## src/ufd_pkg.sv

```systemverilog
package ufd_pkg;

   // ************************************************************
   // Register map
   // ************************************************************
   localparam logic [31:0] DMA_MODE_ALIAS_OFF = 32'h5000_1194;
   localparam logic [31:0] FIFO_EN_ALIAS_OFF  = 32'h5000_1198;
   localparam logic [31:0] RX_TRIG_ALIAS_OFF  = 32'h5000_119c;
   localparam logic [31:0] FIFO_CTRL_OFF      = 32'h5000_11b4;
   localparam logic [31:0] IRQ_STATUS_OFF     = 32'h5000_11b8;
   localparam logic [31:0] IRQ_MASK_OFF       = 32'h5000_11bc;

   // ************************************************************
   // Field positions and reset values
   // ************************************************************
   localparam int FCR_FIFO_EN_BIT  = 0;
   localparam int FCR_RX_RST_BIT   = 1;
   localparam int FCR_TX_RST_BIT   = 2;
   localparam int FCR_DMA_MODE_BIT = 3;
   localparam int FCR_RX_TRIG_LSB  = 6;
   localparam int FCR_RX_TRIG_MSB  = 7;
   localparam int IRQ_RX_AVAIL_BIT = 0;
   localparam int IRQ_FIFO_RST_BIT = 1;
   localparam int IRQ_WIDTH        = 2;
   localparam logic [1:0] RX_TRIG_RESET  = 2'h0;
   localparam logic       DMA_MODE_RESET = 1'h0;
   localparam logic       FIFO_EN_RESET  = 1'h0;

   // ************************************************************
   // Encodings
   // ************************************************************
   localparam logic [1:0] RX_TRIG_ONE  = 2'h0;
   localparam logic [1:0] RX_TRIG_HALF = 2'h1;
   localparam logic [1:0] RX_TRIG_HALF2 = 2'h2;
   localparam logic [1:0] RX_TRIG_NEAR = 2'h3;
   localparam int RX_TRIG_NEAR_GAP = 2;
   localparam logic DMA_MODE_0 = 1'h0;
   localparam logic DMA_MODE_1 = 1'h1;

   // ************************************************************
   // Carrier types
   // ************************************************************
   typedef struct packed {
      logic [31:0] addr;
      logic [15:0] wdata;
      logic        wr;
      logic        rd;
   } ufd_bus_req_type;

   typedef struct packed {
      logic [1:0] rx_trig;
      logic       dma_mode;
      logic       fifo_en;
   } ufd_ctrl_type;

endpackage

```

## src/ufd_ctrl.sv

```systemverilog
// Implementation choice: the address-and-strobe port.
`timescale 1ns/1ns
// Functional notes
// RULE1 - One-bit DMA mode alias writes only the DMA mode control bit.
// RULE2 - DMA mode 0 or 1 selects request signalling for both DMA outputs.
// RULE3 - One-bit FIFO enable alias writes only the enable control bit.
// RULE4 - Enable set turns on both FIFOs; clear means unbuffered operation.
// RULE5 - Enable falling from one to zero resets both FIFO control parts.
// RULE6 - Two-bit receive trigger alias writes only the trigger field.
// RULE7 - Receive trigger sets fill level raising the data-available interrupt.
// RULE8 - In DMA mode 1 the trigger level also asserts receive DMA request.
// RULE9 - Codes: 00 one char, 01 and 10 half full, 11 two short.
// RULE10 - Aliases and control register share one storage element each.
module ufd_ctrl #(
   parameter int DEPTH = 16,
   parameter int LW    = $clog2(DEPTH) + 1
) (
   // Clock and reset
   input  wire logic                   clk,
   input  wire logic                   arst_n,
   // Register port
   input  wire ufd_pkg::ufd_bus_req_type bus_req,
   output logic [15:0]                 rdata,
   // FIFO status from the datapath
   input  wire logic [LW-1:0]          rx_level,
   input  wire logic [LW-1:0]          tx_level,
   // FIFO control to the datapath
   output ufd_pkg::ufd_ctrl_type       ctrl,
   output logic                        tx_fifo_reset,
   output logic                        rx_fifo_reset,
   output logic                        rx_data_avail,
   // DMA requests
   output logic                        dma_tx_req_n,
   output logic                        dma_rx_req_n,
   // Interrupt
   output logic                        irq
);

   // ************************************************************
   // State
   // ************************************************************
   ufd_pkg::ufd_ctrl_type       next_ctrl;
   logic                        next_tx_fifo_reset;
   logic                        next_rx_fifo_reset;
   logic                        next_rx_data_avail;
   logic                        next_dma_tx_req_n;
   logic                        next_dma_rx_req_n;
   logic [15:0]                 next_rdata;
   logic [ufd_pkg::IRQ_WIDTH-1:0] irq_status;
   logic [ufd_pkg::IRQ_WIDTH-1:0] next_irq_status;
   logic [ufd_pkg::IRQ_WIDTH-1:0] irq_mask;
   logic [ufd_pkg::IRQ_WIDTH-1:0] next_irq_mask;
   logic [LW-1:0]               rx_thresh;
   logic                        rx_at_thresh;
   logic                        fifo_disable;
   logic                        wr_dma;
   logic                        wr_fe;
   logic                        wr_trig;
   logic                        wr_fcr;
   logic [15:0]                 fcr_view;
   logic [ufd_pkg::IRQ_WIDTH-1:0] irq_events;

   assign wr_dma  = bus_req.wr && bus_req.addr == ufd_pkg::DMA_MODE_ALIAS_OFF;
   assign wr_fe   = bus_req.wr && bus_req.addr == ufd_pkg::FIFO_EN_ALIAS_OFF;
   assign wr_trig = bus_req.wr && bus_req.addr == ufd_pkg::RX_TRIG_ALIAS_OFF;
   assign wr_fcr  = bus_req.wr && bus_req.addr == ufd_pkg::FIFO_CTRL_OFF;

   // ************************************************************
   // Trigger decode
   // ************************************************************
   always_comb begin
      case (ctrl.rx_trig)
         ufd_pkg::RX_TRIG_ONE:   rx_thresh = LW'(1);               // RULE9
         ufd_pkg::RX_TRIG_HALF,
         ufd_pkg::RX_TRIG_HALF2: rx_thresh = LW'(DEPTH / 2);       // RULE9
         ufd_pkg::RX_TRIG_NEAR:
            rx_thresh = LW'(DEPTH - ufd_pkg::RX_TRIG_NEAR_GAP);    // RULE9
         default:                rx_thresh = LW'(1);
      endcase
   end

   // Unbuffered operation behaves as a one-entry holding register
   assign rx_at_thresh = ctrl.fifo_en ? (rx_level >= rx_thresh)    // RULE4
                                      : (rx_level != '0);

   // ************************************************************
   // Control storage shared by aliases and control register
   // ************************************************************
   always_comb begin
      next_ctrl = ctrl;
      if (wr_dma) begin
         next_ctrl.dma_mode = bus_req.wdata[0];                    // RULE1
      end
      if (wr_fe) begin
         next_ctrl.fifo_en = bus_req.wdata[0];                     // RULE3
      end
      if (wr_trig) begin
         next_ctrl.rx_trig = bus_req.wdata[1:0];                   // RULE6
      end
      if (wr_fcr) begin
         next_ctrl.fifo_en  = bus_req.wdata[ufd_pkg::FCR_FIFO_EN_BIT]; // RULE10
         next_ctrl.dma_mode = bus_req.wdata[ufd_pkg::FCR_DMA_MODE_BIT];
         next_ctrl.rx_trig  =
            bus_req.wdata[ufd_pkg::FCR_RX_TRIG_MSB:ufd_pkg::FCR_RX_TRIG_LSB];
      end
   end

   assign fifo_disable = ctrl.fifo_en && !next_ctrl.fifo_en;

   // ************************************************************
   // FIFO resets, data available and DMA requests
   // ************************************************************
   always_comb begin
      next_tx_fifo_reset = fifo_disable ||                         // RULE5
         (wr_fcr && bus_req.wdata[ufd_pkg::FCR_TX_RST_BIT]);
      next_rx_fifo_reset = fifo_disable ||                         // RULE5
         (wr_fcr && bus_req.wdata[ufd_pkg::FCR_RX_RST_BIT]);
      next_rx_data_avail = rx_at_thresh;                           // RULE7
      if (ctrl.dma_mode == ufd_pkg::DMA_MODE_1) begin              // RULE2
         next_dma_rx_req_n = !rx_at_thresh;                        // RULE8
         next_dma_tx_req_n = ctrl.fifo_en ? (tx_level >= LW'(DEPTH))
                                          : (tx_level != '0);
      end else begin
         next_dma_rx_req_n = (rx_level == '0);                     // RULE2
         next_dma_tx_req_n = (tx_level != '0);
      end
   end

   // ************************************************************
   // Interrupts and read port
   // ************************************************************
   assign irq_events = {next_rx_fifo_reset, rx_at_thresh && !rx_data_avail};
   assign fcr_view   = 16'(ctrl.fifo_en) << ufd_pkg::FCR_FIFO_EN_BIT
                     | 16'(ctrl.dma_mode) << ufd_pkg::FCR_DMA_MODE_BIT
                     | 16'(ctrl.rx_trig) << ufd_pkg::FCR_RX_TRIG_LSB;

   always_comb begin
      next_irq_mask   = irq_mask;
      next_irq_status = irq_status;
      next_rdata      = 16'h0000;
      if (bus_req.wr && bus_req.addr == ufd_pkg::IRQ_STATUS_OFF) begin
         next_irq_status = irq_status & ~bus_req.wdata[ufd_pkg::IRQ_WIDTH-1:0];
      end
      if (bus_req.wr && bus_req.addr == ufd_pkg::IRQ_MASK_OFF) begin
         next_irq_mask = bus_req.wdata[ufd_pkg::IRQ_WIDTH-1:0];
      end
      // Set wins over a clear in the same cycle
      next_irq_status = next_irq_status | irq_events;
      if (bus_req.rd) begin
         case (bus_req.addr)
            ufd_pkg::DMA_MODE_ALIAS_OFF: next_rdata = 16'(ctrl.dma_mode);
            ufd_pkg::FIFO_EN_ALIAS_OFF:  next_rdata = 16'(ctrl.fifo_en);
            ufd_pkg::RX_TRIG_ALIAS_OFF:  next_rdata = 16'(ctrl.rx_trig);
            ufd_pkg::FIFO_CTRL_OFF:      next_rdata = fcr_view;    // RULE10
            ufd_pkg::IRQ_STATUS_OFF:     next_rdata = 16'(irq_status);
            ufd_pkg::IRQ_MASK_OFF:       next_rdata = 16'(irq_mask);
            default:                     next_rdata = 16'h0000;
         endcase
      end
   end

   assign irq = |(irq_status & irq_mask);

   // ************************************************************
   // Registers
   // ************************************************************
   always_ff @(posedge clk or negedge arst_n) begin
      if (!arst_n) begin
         ctrl.fifo_en  <= ufd_pkg::FIFO_EN_RESET;
         ctrl.dma_mode <= ufd_pkg::DMA_MODE_RESET;
         ctrl.rx_trig  <= ufd_pkg::RX_TRIG_RESET;
         tx_fifo_reset <= 1'h0;
         rx_fifo_reset <= 1'h0;
         rx_data_avail <= 1'h0;
         dma_tx_req_n  <= 1'h1;
         dma_rx_req_n  <= 1'h1;
         irq_status    <= '0;
         irq_mask      <= '0;
         rdata         <= 16'h0000;
      end else begin
         ctrl          <= next_ctrl;
         tx_fifo_reset <= next_tx_fifo_reset;
         rx_fifo_reset <= next_rx_fifo_reset;
         rx_data_avail <= next_rx_data_avail;
         dma_tx_req_n  <= next_dma_tx_req_n;
         dma_rx_req_n  <= next_dma_rx_req_n;
         irq_status    <= next_irq_status;
         irq_mask      <= next_irq_mask;
         rdata         <= next_rdata;
      end
   end

   // ************************************************************
   // Checks
   // ************************************************************
   dma_alias_a: assert property (@(posedge clk) disable iff (!arst_n) // RULE1
      wr_dma && !wr_fcr |=> ctrl.dma_mode == $past(bus_req.wdata[0])
         && ctrl.fifo_en == $past(ctrl.fifo_en)
         && ctrl.rx_trig == $past(ctrl.rx_trig))
      else $error("dma mode alias write wrong");

   mode0_rx_a: assert property (@(posedge clk) disable iff (!arst_n) // RULE2
      ctrl.dma_mode == ufd_pkg::DMA_MODE_0 && rx_level != '0
         |=> !dma_rx_req_n)
      else $error("mode 0 rx request missing");

   fe_alias_a: assert property (@(posedge clk) disable iff (!arst_n) // RULE3
      wr_fe && !wr_fcr |=> ctrl.fifo_en == $past(bus_req.wdata[0])
         && ctrl.dma_mode == $past(ctrl.dma_mode)
         && ctrl.rx_trig == $past(ctrl.rx_trig))
      else $error("fifo enable alias write wrong");

   unbuf_avail_a: assert property (@(posedge clk) disable iff (!arst_n) // RULE4
      !ctrl.fifo_en && rx_level != '0 |=> rx_data_avail)
      else $error("unbuffered data not flagged");

   dis_reset_a: assert property (@(posedge clk) disable iff (!arst_n) // RULE5
      $fell(ctrl.fifo_en) |-> tx_fifo_reset && rx_fifo_reset)
      else $error("fifo disable did not reset fifos");

   trig_alias_a: assert property (@(posedge clk) disable iff (!arst_n) // RULE6
      wr_trig && !wr_fcr |=> ctrl.rx_trig == $past(bus_req.wdata[1:0])
         && ctrl.fifo_en == $past(ctrl.fifo_en))
      else $error("rx trigger alias write wrong");

   rx_avail_a: assert property (@(posedge clk) disable iff (!arst_n) // RULE7
      ctrl.fifo_en && rx_level >= rx_thresh |=> rx_data_avail)
      else $error("data available not raised at trigger");

   mode1_rx_a: assert property (@(posedge clk) disable iff (!arst_n) // RULE8
      ctrl.dma_mode == ufd_pkg::DMA_MODE_1 && ctrl.fifo_en
         |=> dma_rx_req_n == ($past(rx_level) < $past(rx_thresh)))
      else $error("mode 1 rx request not on trigger");

   trig_code_a: assert property (@(posedge clk) disable iff (!arst_n) // RULE9
      (ctrl.rx_trig == ufd_pkg::RX_TRIG_NEAR
         && rx_thresh == LW'(DEPTH - ufd_pkg::RX_TRIG_NEAR_GAP))
      || (ctrl.rx_trig == ufd_pkg::RX_TRIG_ONE && rx_thresh == LW'(1))
      || (ctrl.rx_trig[1] ^ ctrl.rx_trig[0]
         && rx_thresh == LW'(DEPTH / 2)))
      else $error("rx trigger decode wrong");

   shared_a: assert property (@(posedge clk) disable iff (!arst_n) // RULE10
      wr_dma && !wr_fcr ##1 bus_req.rd && bus_req.addr == ufd_pkg::FIFO_CTRL_OFF
         |=> rdata[ufd_pkg::FCR_DMA_MODE_BIT] == ctrl.dma_mode)
      else $error("alias not visible in control register");

   fcr_txrst_a: assert property (@(posedge clk) disable iff (!arst_n)
      wr_fcr && bus_req.wdata[ufd_pkg::FCR_TX_RST_BIT] |=> tx_fifo_reset)
      else $error("control register tx reset missing");

   fcr_rxrst_a: assert property (@(posedge clk) disable iff (!arst_n)
      wr_fcr && bus_req.wdata[ufd_pkg::FCR_RX_RST_BIT] |=> rx_fifo_reset)
      else $error("control register rx reset missing");

   fe_status_a: assert property (@(posedge clk) disable iff (!arst_n) // RULE5
      fifo_disable |=> irq_status[ufd_pkg::IRQ_FIFO_RST_BIT])
      else $error("fifo reset status not set");

   avail_set_a: assert property (@(posedge clk) disable iff (!arst_n) // RULE7
      rx_at_thresh && !rx_data_avail
         |=> irq_status[ufd_pkg::IRQ_RX_AVAIL_BIT])
      else $error("data available status not set");

   rd_idle_a: assert property (@(posedge clk) disable iff (!arst_n)
      !bus_req.rd |=> rdata == 16'h0000)
      else $error("read data not zero outside read");

   dma_rd_a: assert property (@(posedge clk) disable iff (!arst_n) // RULE10
      bus_req.rd && bus_req.addr == ufd_pkg::DMA_MODE_ALIAS_OFF
         |=> rdata == 16'($past(ctrl.dma_mode)))
      else $error("dma mode alias read wrong");

   fe_rd_a: assert property (@(posedge clk) disable iff (!arst_n) // RULE10
      bus_req.rd && bus_req.addr == ufd_pkg::FIFO_EN_ALIAS_OFF
         |=> rdata == 16'($past(ctrl.fifo_en)))
      else $error("fifo enable alias read wrong");

   trig_rd_a: assert property (@(posedge clk) disable iff (!arst_n) // RULE10
      bus_req.rd && bus_req.addr == ufd_pkg::RX_TRIG_ALIAS_OFF
         |=> rdata == 16'($past(ctrl.rx_trig)))
      else $error("rx trigger alias read wrong");

   mode0_tx_a: assert property (@(posedge clk) disable iff (!arst_n) // RULE2
      ctrl.dma_mode == ufd_pkg::DMA_MODE_0 && tx_level == '0
         |=> !dma_tx_req_n)
      else $error("mode 0 tx request missing");

   mode1_tx_a: assert property (@(posedge clk) disable iff (!arst_n) // RULE2
      ctrl.dma_mode == ufd_pkg::DMA_MODE_1 && ctrl.fifo_en
         && tx_level < LW'(DEPTH) |=> !dma_tx_req_n)
      else $error("mode 1 tx request missing");

   mode1_off_a: assert property (@(posedge clk) disable iff (!arst_n) // RULE4
      ctrl.dma_mode == ufd_pkg::DMA_MODE_1 && !ctrl.fifo_en
         |=> dma_rx_req_n == ($past(rx_level) == '0))
      else $error("unbuffered mode 1 rx request wrong");

   mask_wr_a: assert property (@(posedge clk) disable iff (!arst_n)
      bus_req.wr && bus_req.addr == ufd_pkg::IRQ_MASK_OFF
         |=> irq_mask == $past(bus_req.wdata[ufd_pkg::IRQ_WIDTH-1:0]))
      else $error("interrupt mask write wrong");

   status_clr_a: assert property (@(posedge clk) disable iff (!arst_n)
      bus_req.wr && bus_req.addr == ufd_pkg::IRQ_STATUS_OFF
         && irq_events == '0
         |=> (irq_status
            & $past(bus_req.wdata[ufd_pkg::IRQ_WIDTH-1:0])) == '0)
      else $error("interrupt status clear failed");

endmodule

```

## config.mk

```make
export PLATFORM = sky130hd
export DESIGN_NAME = ufd_ctrl
export DESIGN_NICKNAME = d
export VERILOG_FILES = /design/src/ufd_pkg.sv /design/src/ufd_ctrl.sv
export SDC_FILE = /design/constraint.sdc
export NUM_CORES = 1
export LEC_CHECK = 0
export ABC_AREA = 1
export BUFFER_PORTS_ARGS = -buffer_cell sky130_fd_sc_hd__buf_2
export CAP_MARGIN = 40
export CORE_MARGIN = 2
export CORE_UTILIZATION = 46
export DETAILED_ROUTE_END_ITERATION = 10
export PLACE_DENSITY = 0.86
export SYNTH_ARGS = -nofsm -noshare
export SYNTH_HDL_FRONTEND = slang
export SYNTH_SLANG_ARGS = --single-unit
```

## constraint.sdc

```tcl
create_clock -name clk -period 4.4 [get_ports clk]
set_clock_uncertainty 0.1 [all_clocks]
set_input_delay 0.88 -clock clk [delete_from_list [all_inputs] [get_ports clk]]
set_output_delay 0.88 -clock clk [all_outputs]
set_load 0.005 [all_outputs]
```

==> run metrics, run 1 <==
Die Wd=58.6 um; Ys Warns=0; P per Cell Area=184 nW/um^2; via count=1,437; top_reg_cell synth=dfrtp_1; Setup crit start kind=register; first-pass iteration count of the detailed router=4; top cells by area, synth=dfrtp_1 29%, nand2_1 12%, inv_1 9.6%; setup repair bufs after CTS=0; CTS Sinks=18; Unique masters post-synth=27; row count=19; Crit path max-delay family=flip-flops; status=finished, final reports clean; Ports=88; Setup CP Type=reg -> out; ordered cell list for the critical path=a22o_1 -> buf_2; Synth Register Bits=18; Overall Global Routing Usage=19.4%; setup TNS=0 ps; dpl cells=295; Congestion Overflow GR=0; Sw Share=24.5%; sequential share of power=52.1%; Port Buffers=66; drt via density=4.81; share of layout cells above drive strength 1=33.6%; pin count of the biggest net entering global routing=19; Core Region=2780 um^2; Critical Path Fanout Max=3; routability cong.=0.833; Post-Route WL=2.96 mm; final hold vios=0; worst reg2reg setup slack=2620 ps; final core occ=62.2%; HP Class=reg -> reg; Synth area leader=dfrtp_1; vias in the first global route=1,297; CTS Buf Count=3; Seq/Total Area, Yosys=33.1%; nets=335; Post-Syn Instances=199; area grow syn2layout=26.3%; Initial Util=49.3%; Residual DRC=0; leakage power=1.03 nW; top-count cell post-synth=nand2_1; EDFF count, synth=0; clock network latency to the later pin of the worst-skew pair=290 ps; RSZ-0062 raised after global routing=false; maxcap violations=0; CP endpoint kind=primary output; post-synthesis instance area=1370 um^2; # diodes=0; initial antenna violation count=0; critical path data arrival time=1070 ps; Die Footprint=3430 um^2; # hold bufs at CTS=0; first-pass GRT wire length=5.23 mm; fmax=0.487 GHz; Buf+Inv Stages, Crit Path=1; Comb power frac=16.5%; Critical Path Slowest Stage Cell=dfrtp_1; clock share of power=31.5%; Int Pwr=0.000241 W; switching pwr=0.0000783 W; peak supply drop=195 uV; Required @ worst endpoint=3420 ps; cts repair resizes=0; Synth top area share=29.2%; routed len/inst=9.89 um; deepest level of the CTS H-tree=1; final setup fails=0; initial DRC count=46; antenna-violating nets left=0; Post-Syn Area per Cell=6.88 um^2; Post-synth top cells=45 x nand2_1, 35 x inv_1, 24 x nor2_1, 16 x dfrtp_1, 13 x nand4_1; Final Cycle Share=46.6%; fin cells=299; die height=58.6 um; Worst path max stage delay=410 ps; CTS tree=built; Min Hold Slack=371 ps; clock slew at reported path FFs=90 ps; max-slew violation count=0; CTS root buffer=clkbuf_4; clock period minus worst slack=2050 ps; CTS max path bufs=2; placed wire-length estimate=2.50 mm; Post-synth ARST share=100%
## final cells by class
type,count,area (um^2)
clock buffers,4,36.3
fillers,276,1050
inverters,39,149
multi-input cells,141,723
flip-flops and latches,18,453
well taps,31,38.8
repair buffers,66,330
## state kept, by name, summed over array words and instances (netlist names)
register	flops
tx_fifo_reset	1
rx_fifo_reset	1
dma_tx_req_n	1
rdata	5
dma_rx_req_n	1
rx_data_avail	1
ctrl	4
irq_status	2
irq_mask	2
## cell families (layout without fill, tap and decap cells)
family	after synthesis	after routing	synth area share [%]
AO/OA/AOI/OAI	15	15	6.12
AND/OR/NAND/NOR	111	111	40.0
adder cells (fa/ha/maj)	4	4	3.65
other	1	11	0.274
flip-flops	18	18	33.1
buffers and inverters	50	109	16.9
## power by group through the flow
stage,clock network [W],registers (W),logic (W)
after CTS,0.000104,0.000166,0.0000530
after detailed placement,0,0.000169,0.0000529
after global routing,0.000108,0.000166,0.0000616
final,0.000100,0.000166,0.0000526
after global placement,0,0.000169,0.0000512
after floorplan,0,0.000169,0.0000281
## placed cells by master (no fill, tap or decap), drive strengths merged
cell type	n
buf	66
nor2	33
clkbuf	4
nor3	1
dfrtp	16
inv	39
nand3	14
a21oi	1
dfstp	2
nor4	2
nand4	14
o21a	1
or3	1
o21ai	11
o21bai	1
ha	4
conb	11
nand2	46
a22o	1
## path summary, 6_finish.rpt
| path | startpoint | to | depth (start not counted) |
|---|---|---|---|
| max | irq_status[1]$_DFF_PN0_ | irq | 2 |
| min | rx_data_avail$_DFF_PN0_ | irq_status[0]$_DFF_PN0_ | 1 |
| max reg2reg | ctrl[3]$_DFFE_PN0P_ | dma_rx_req_n$_DFF_PN1_ | 8 |
| min reg2reg | rx_data_avail$_DFF_PN0_ | irq_status[0]$_DFF_PN0_ | 1 |
| max in group asynchronous | arst_n | dma_tx_req_n$_DFF_PN1_ | 1 |
| min in group asynchronous | arst_n | ctrl[2]$_DFFE_PN0P_ | 1 |
## per-layer routing
metal	share of wire (%)	GRT usage [%]	wire [um]
met5	0	0	0
met4	0.44	2.92	13
met3	8.4	3.96	249
met2	49	34.7	1450
met1	42	24.7	1250
## per-stage QoR
stage	total power (W)	instance area [um^2]	worst slack, ps
final	0.000319	1730	2350
after global placement	0.000221	1690	2160
after global routing	0.000336	1730	2210
after floorplan	0.000198	1410	2390
after detailed placement	0.000222	1690	2110
after CTS	0.000324	1730	2330
(Power assumes the default switching activity.)
==> run 2: changes to the inputs <==
CORE_UTILIZATION = 42   (was 46)
PLACE_DENSITY = 0.8   (was 0.86)
clock period = 2.11 ns   (was 4.4 ns; I/O delays follow)
==> run 2 against run 1 <==
Non-clock buffer count grew 1. Routed wire length grew 3.2%. Combinational power grew 110%. Core utilization shrank 5.1 points. Total power grew 110%. First-iteration DRC count shrank 33%. Setup slack lost 2100 ps. Cell count grew 4.7%. Global-route usage shrank 0.75 points. Via count shrank 2.6%. Sequential share of layout area shrank 0.39 points. Final area grew 1.5%.
==> run metrics, run 2 (synthesis gave the netlist of run 1 again) <==
Setup CP Type=reg -> reg; Die Footprint=3740 um^2; row count=20; clock slew at reported path FFs=100 ps; first-pass GRT wire length=5.38 mm; routed len/inst=9.74 um; drt via density=4.47; setup TNS=0 ps; critical path data arrival time=1920 ps; CTS Sinks=18; Setup crit start kind=register; register area=453 um^2; clock network latency to the later pin of the worst-skew pair=290 ps; fin cells=313; commonest non-fill, non-tap cell in the layout=buf_2; Die Wd=61.1 um; biggest regs=rdata (5), ctrl (4); CTS root buffer=clkbuf_4; placed wire-length estimate=2.56 mm; most frequent cells in the layout=66 x buf_2, 45 x nand2_1, 35 x inv_1; Core Region=3080 um^2; initial antenna violation count=0; peak supply drop=293 uV; fmax=0.550 GHz; # diodes=0; share of layout cells above drive strength 1=33.5%; HP Class=in -> reg; Port Buffers=66; CTS Buf Count=3; deepest level of the CTS H-tree=1; Congestion Overflow GR=0; Post-Route WL=3.05 mm; Final Cycle Share=86.1%; Ports=88; final worst-path setup slack=293 ps; vias in the first global route=1,359; status=finished, final reports clean; die height=61.1 um; antenna-violating nets left=0; P per Cell Area=377 nW/um^2; Overall Global Routing Usage=18.6%; pre-CTS WS=295 ps; Worst path max stage delay=490 ps; initial DRC count=31; ordered cell list for the critical path=nand2_1 -> ha_1 -> nand2_1 -> or3_1 -> nand4_1 -> nand2_1 -> o21ai_0; Crit path max-delay family=simple AND/OR/NAND/NOR gates; dpl cells=308; Critical Path Slowest Stage Cell=dfrtp_1; first-pass iteration count of the detailed router=4; final setup fails=0; max-slew violation count=0; via count=1,400; CP endpoint kind=register; area grow syn2layout=28.2%; CTS max path bufs=2; area occupied by multi-input gates=723 um^2; nets=336; Critical Path Fanout Max=6; routability cong.=0.823; Fill cells=336; Residual DRC=0; pin count of the biggest net entering global routing=19; maxcap violations=0; largest register by flop count=rdata; RSZ-0062 raised after global routing=false; max reg flops=5; Initial Util=44.5%; Buf+Inv Stages, Crit Path=0; Required @ worst endpoint=2210 ps; most used cell, CP=nand2_1; leakage power=1.04 nW; final hold vios=0; CTS tree=built; clock period minus worst slack=1820 ps
run 2: cell count changes in the layout (fill, tap and decap cells not counted), sizes merged:
| cell | delta |
|---|---|
| dlygate4sd3 | +1 |
run 2: final cells by class:
type	count	share of cell area [%]
multi-input combinational	141	41.2
timing repair buffer	67	19.4
tap	44	3.13
sequential	18	25.8
inverter	39	8.48
clock buffer	4	2.07
run 2: worst register-to-register path, stage by stage (launching register included):
cell     delay [ps]
dfrtp_1         490
nand2_1         120
ha_1            330
nand2_1          60
or3_1           330
nand4_1          80
nand2_1          70
o21ai_0         160
run 2: layer usage:
layer  global-route usage [%]  part of all wire [%]  vias to the layer above
met3                     4.62                   6.5                        2
met5                        0                     0                        -
li1                         -                     -                      745
met1                     23.7                    44                      605
met4                     3.42                  0.72                        0
met2                     32.4                    48                       48
run 2: what timing repair did:
item,in CTS,in global routing
endpoints found under the setup margin,0,0
hold buffers,1,0
setup buffers,0,0
endpoints found under the hold margin,16,0
resized for setup,0,0
run 2: path summary, 6_finish.rpt:
path	end	slack, ps	start	cells past startpoint
worst max-delay path	irq_status[0]$_DFF_PN0_	290	ctrl[3]$_DFFE_PN0P_	7
worst min-delay path	dma_tx_req_n$_DFF_PN1_	220	tx_level[4]	2
worst max register to register	irq_status[0]$_DFF_PN0_	290	ctrl[3]$_DFFE_PN0P_	7
worst min register to register	irq_status[0]$_DFF_PN0_	410	rx_data_avail$_DFF_PN0_	1
max in group asynchronous	dma_tx_req_n$_DFF_PN1_	1110	arst_n	2
min in group asynchronous	irq_mask[0]$_DFFE_PN0P_	490	arst_n	2
run 2: metrics by stage:
stage               util [%]  hold slack, ps  cell area [um^2]  power, W
floorplan                  -            26.4              1410  0.000412
global placement        55.6             268              1710  0.000461
detailed placement      55.6             267              1710  0.000463
CTS                     57.1             217              1760  0.000672
global route            57.1             221              1760  0.000705
finish                  57.1             225              1760  0.000662
run 2: where the power goes:
part           internal, W  switching, W  total (W)
Combinational    0.0000520     0.0000593   0.000111
Clock             0.000105     0.0000996   0.000205
Sequential        0.000346   0.000000334   0.000347
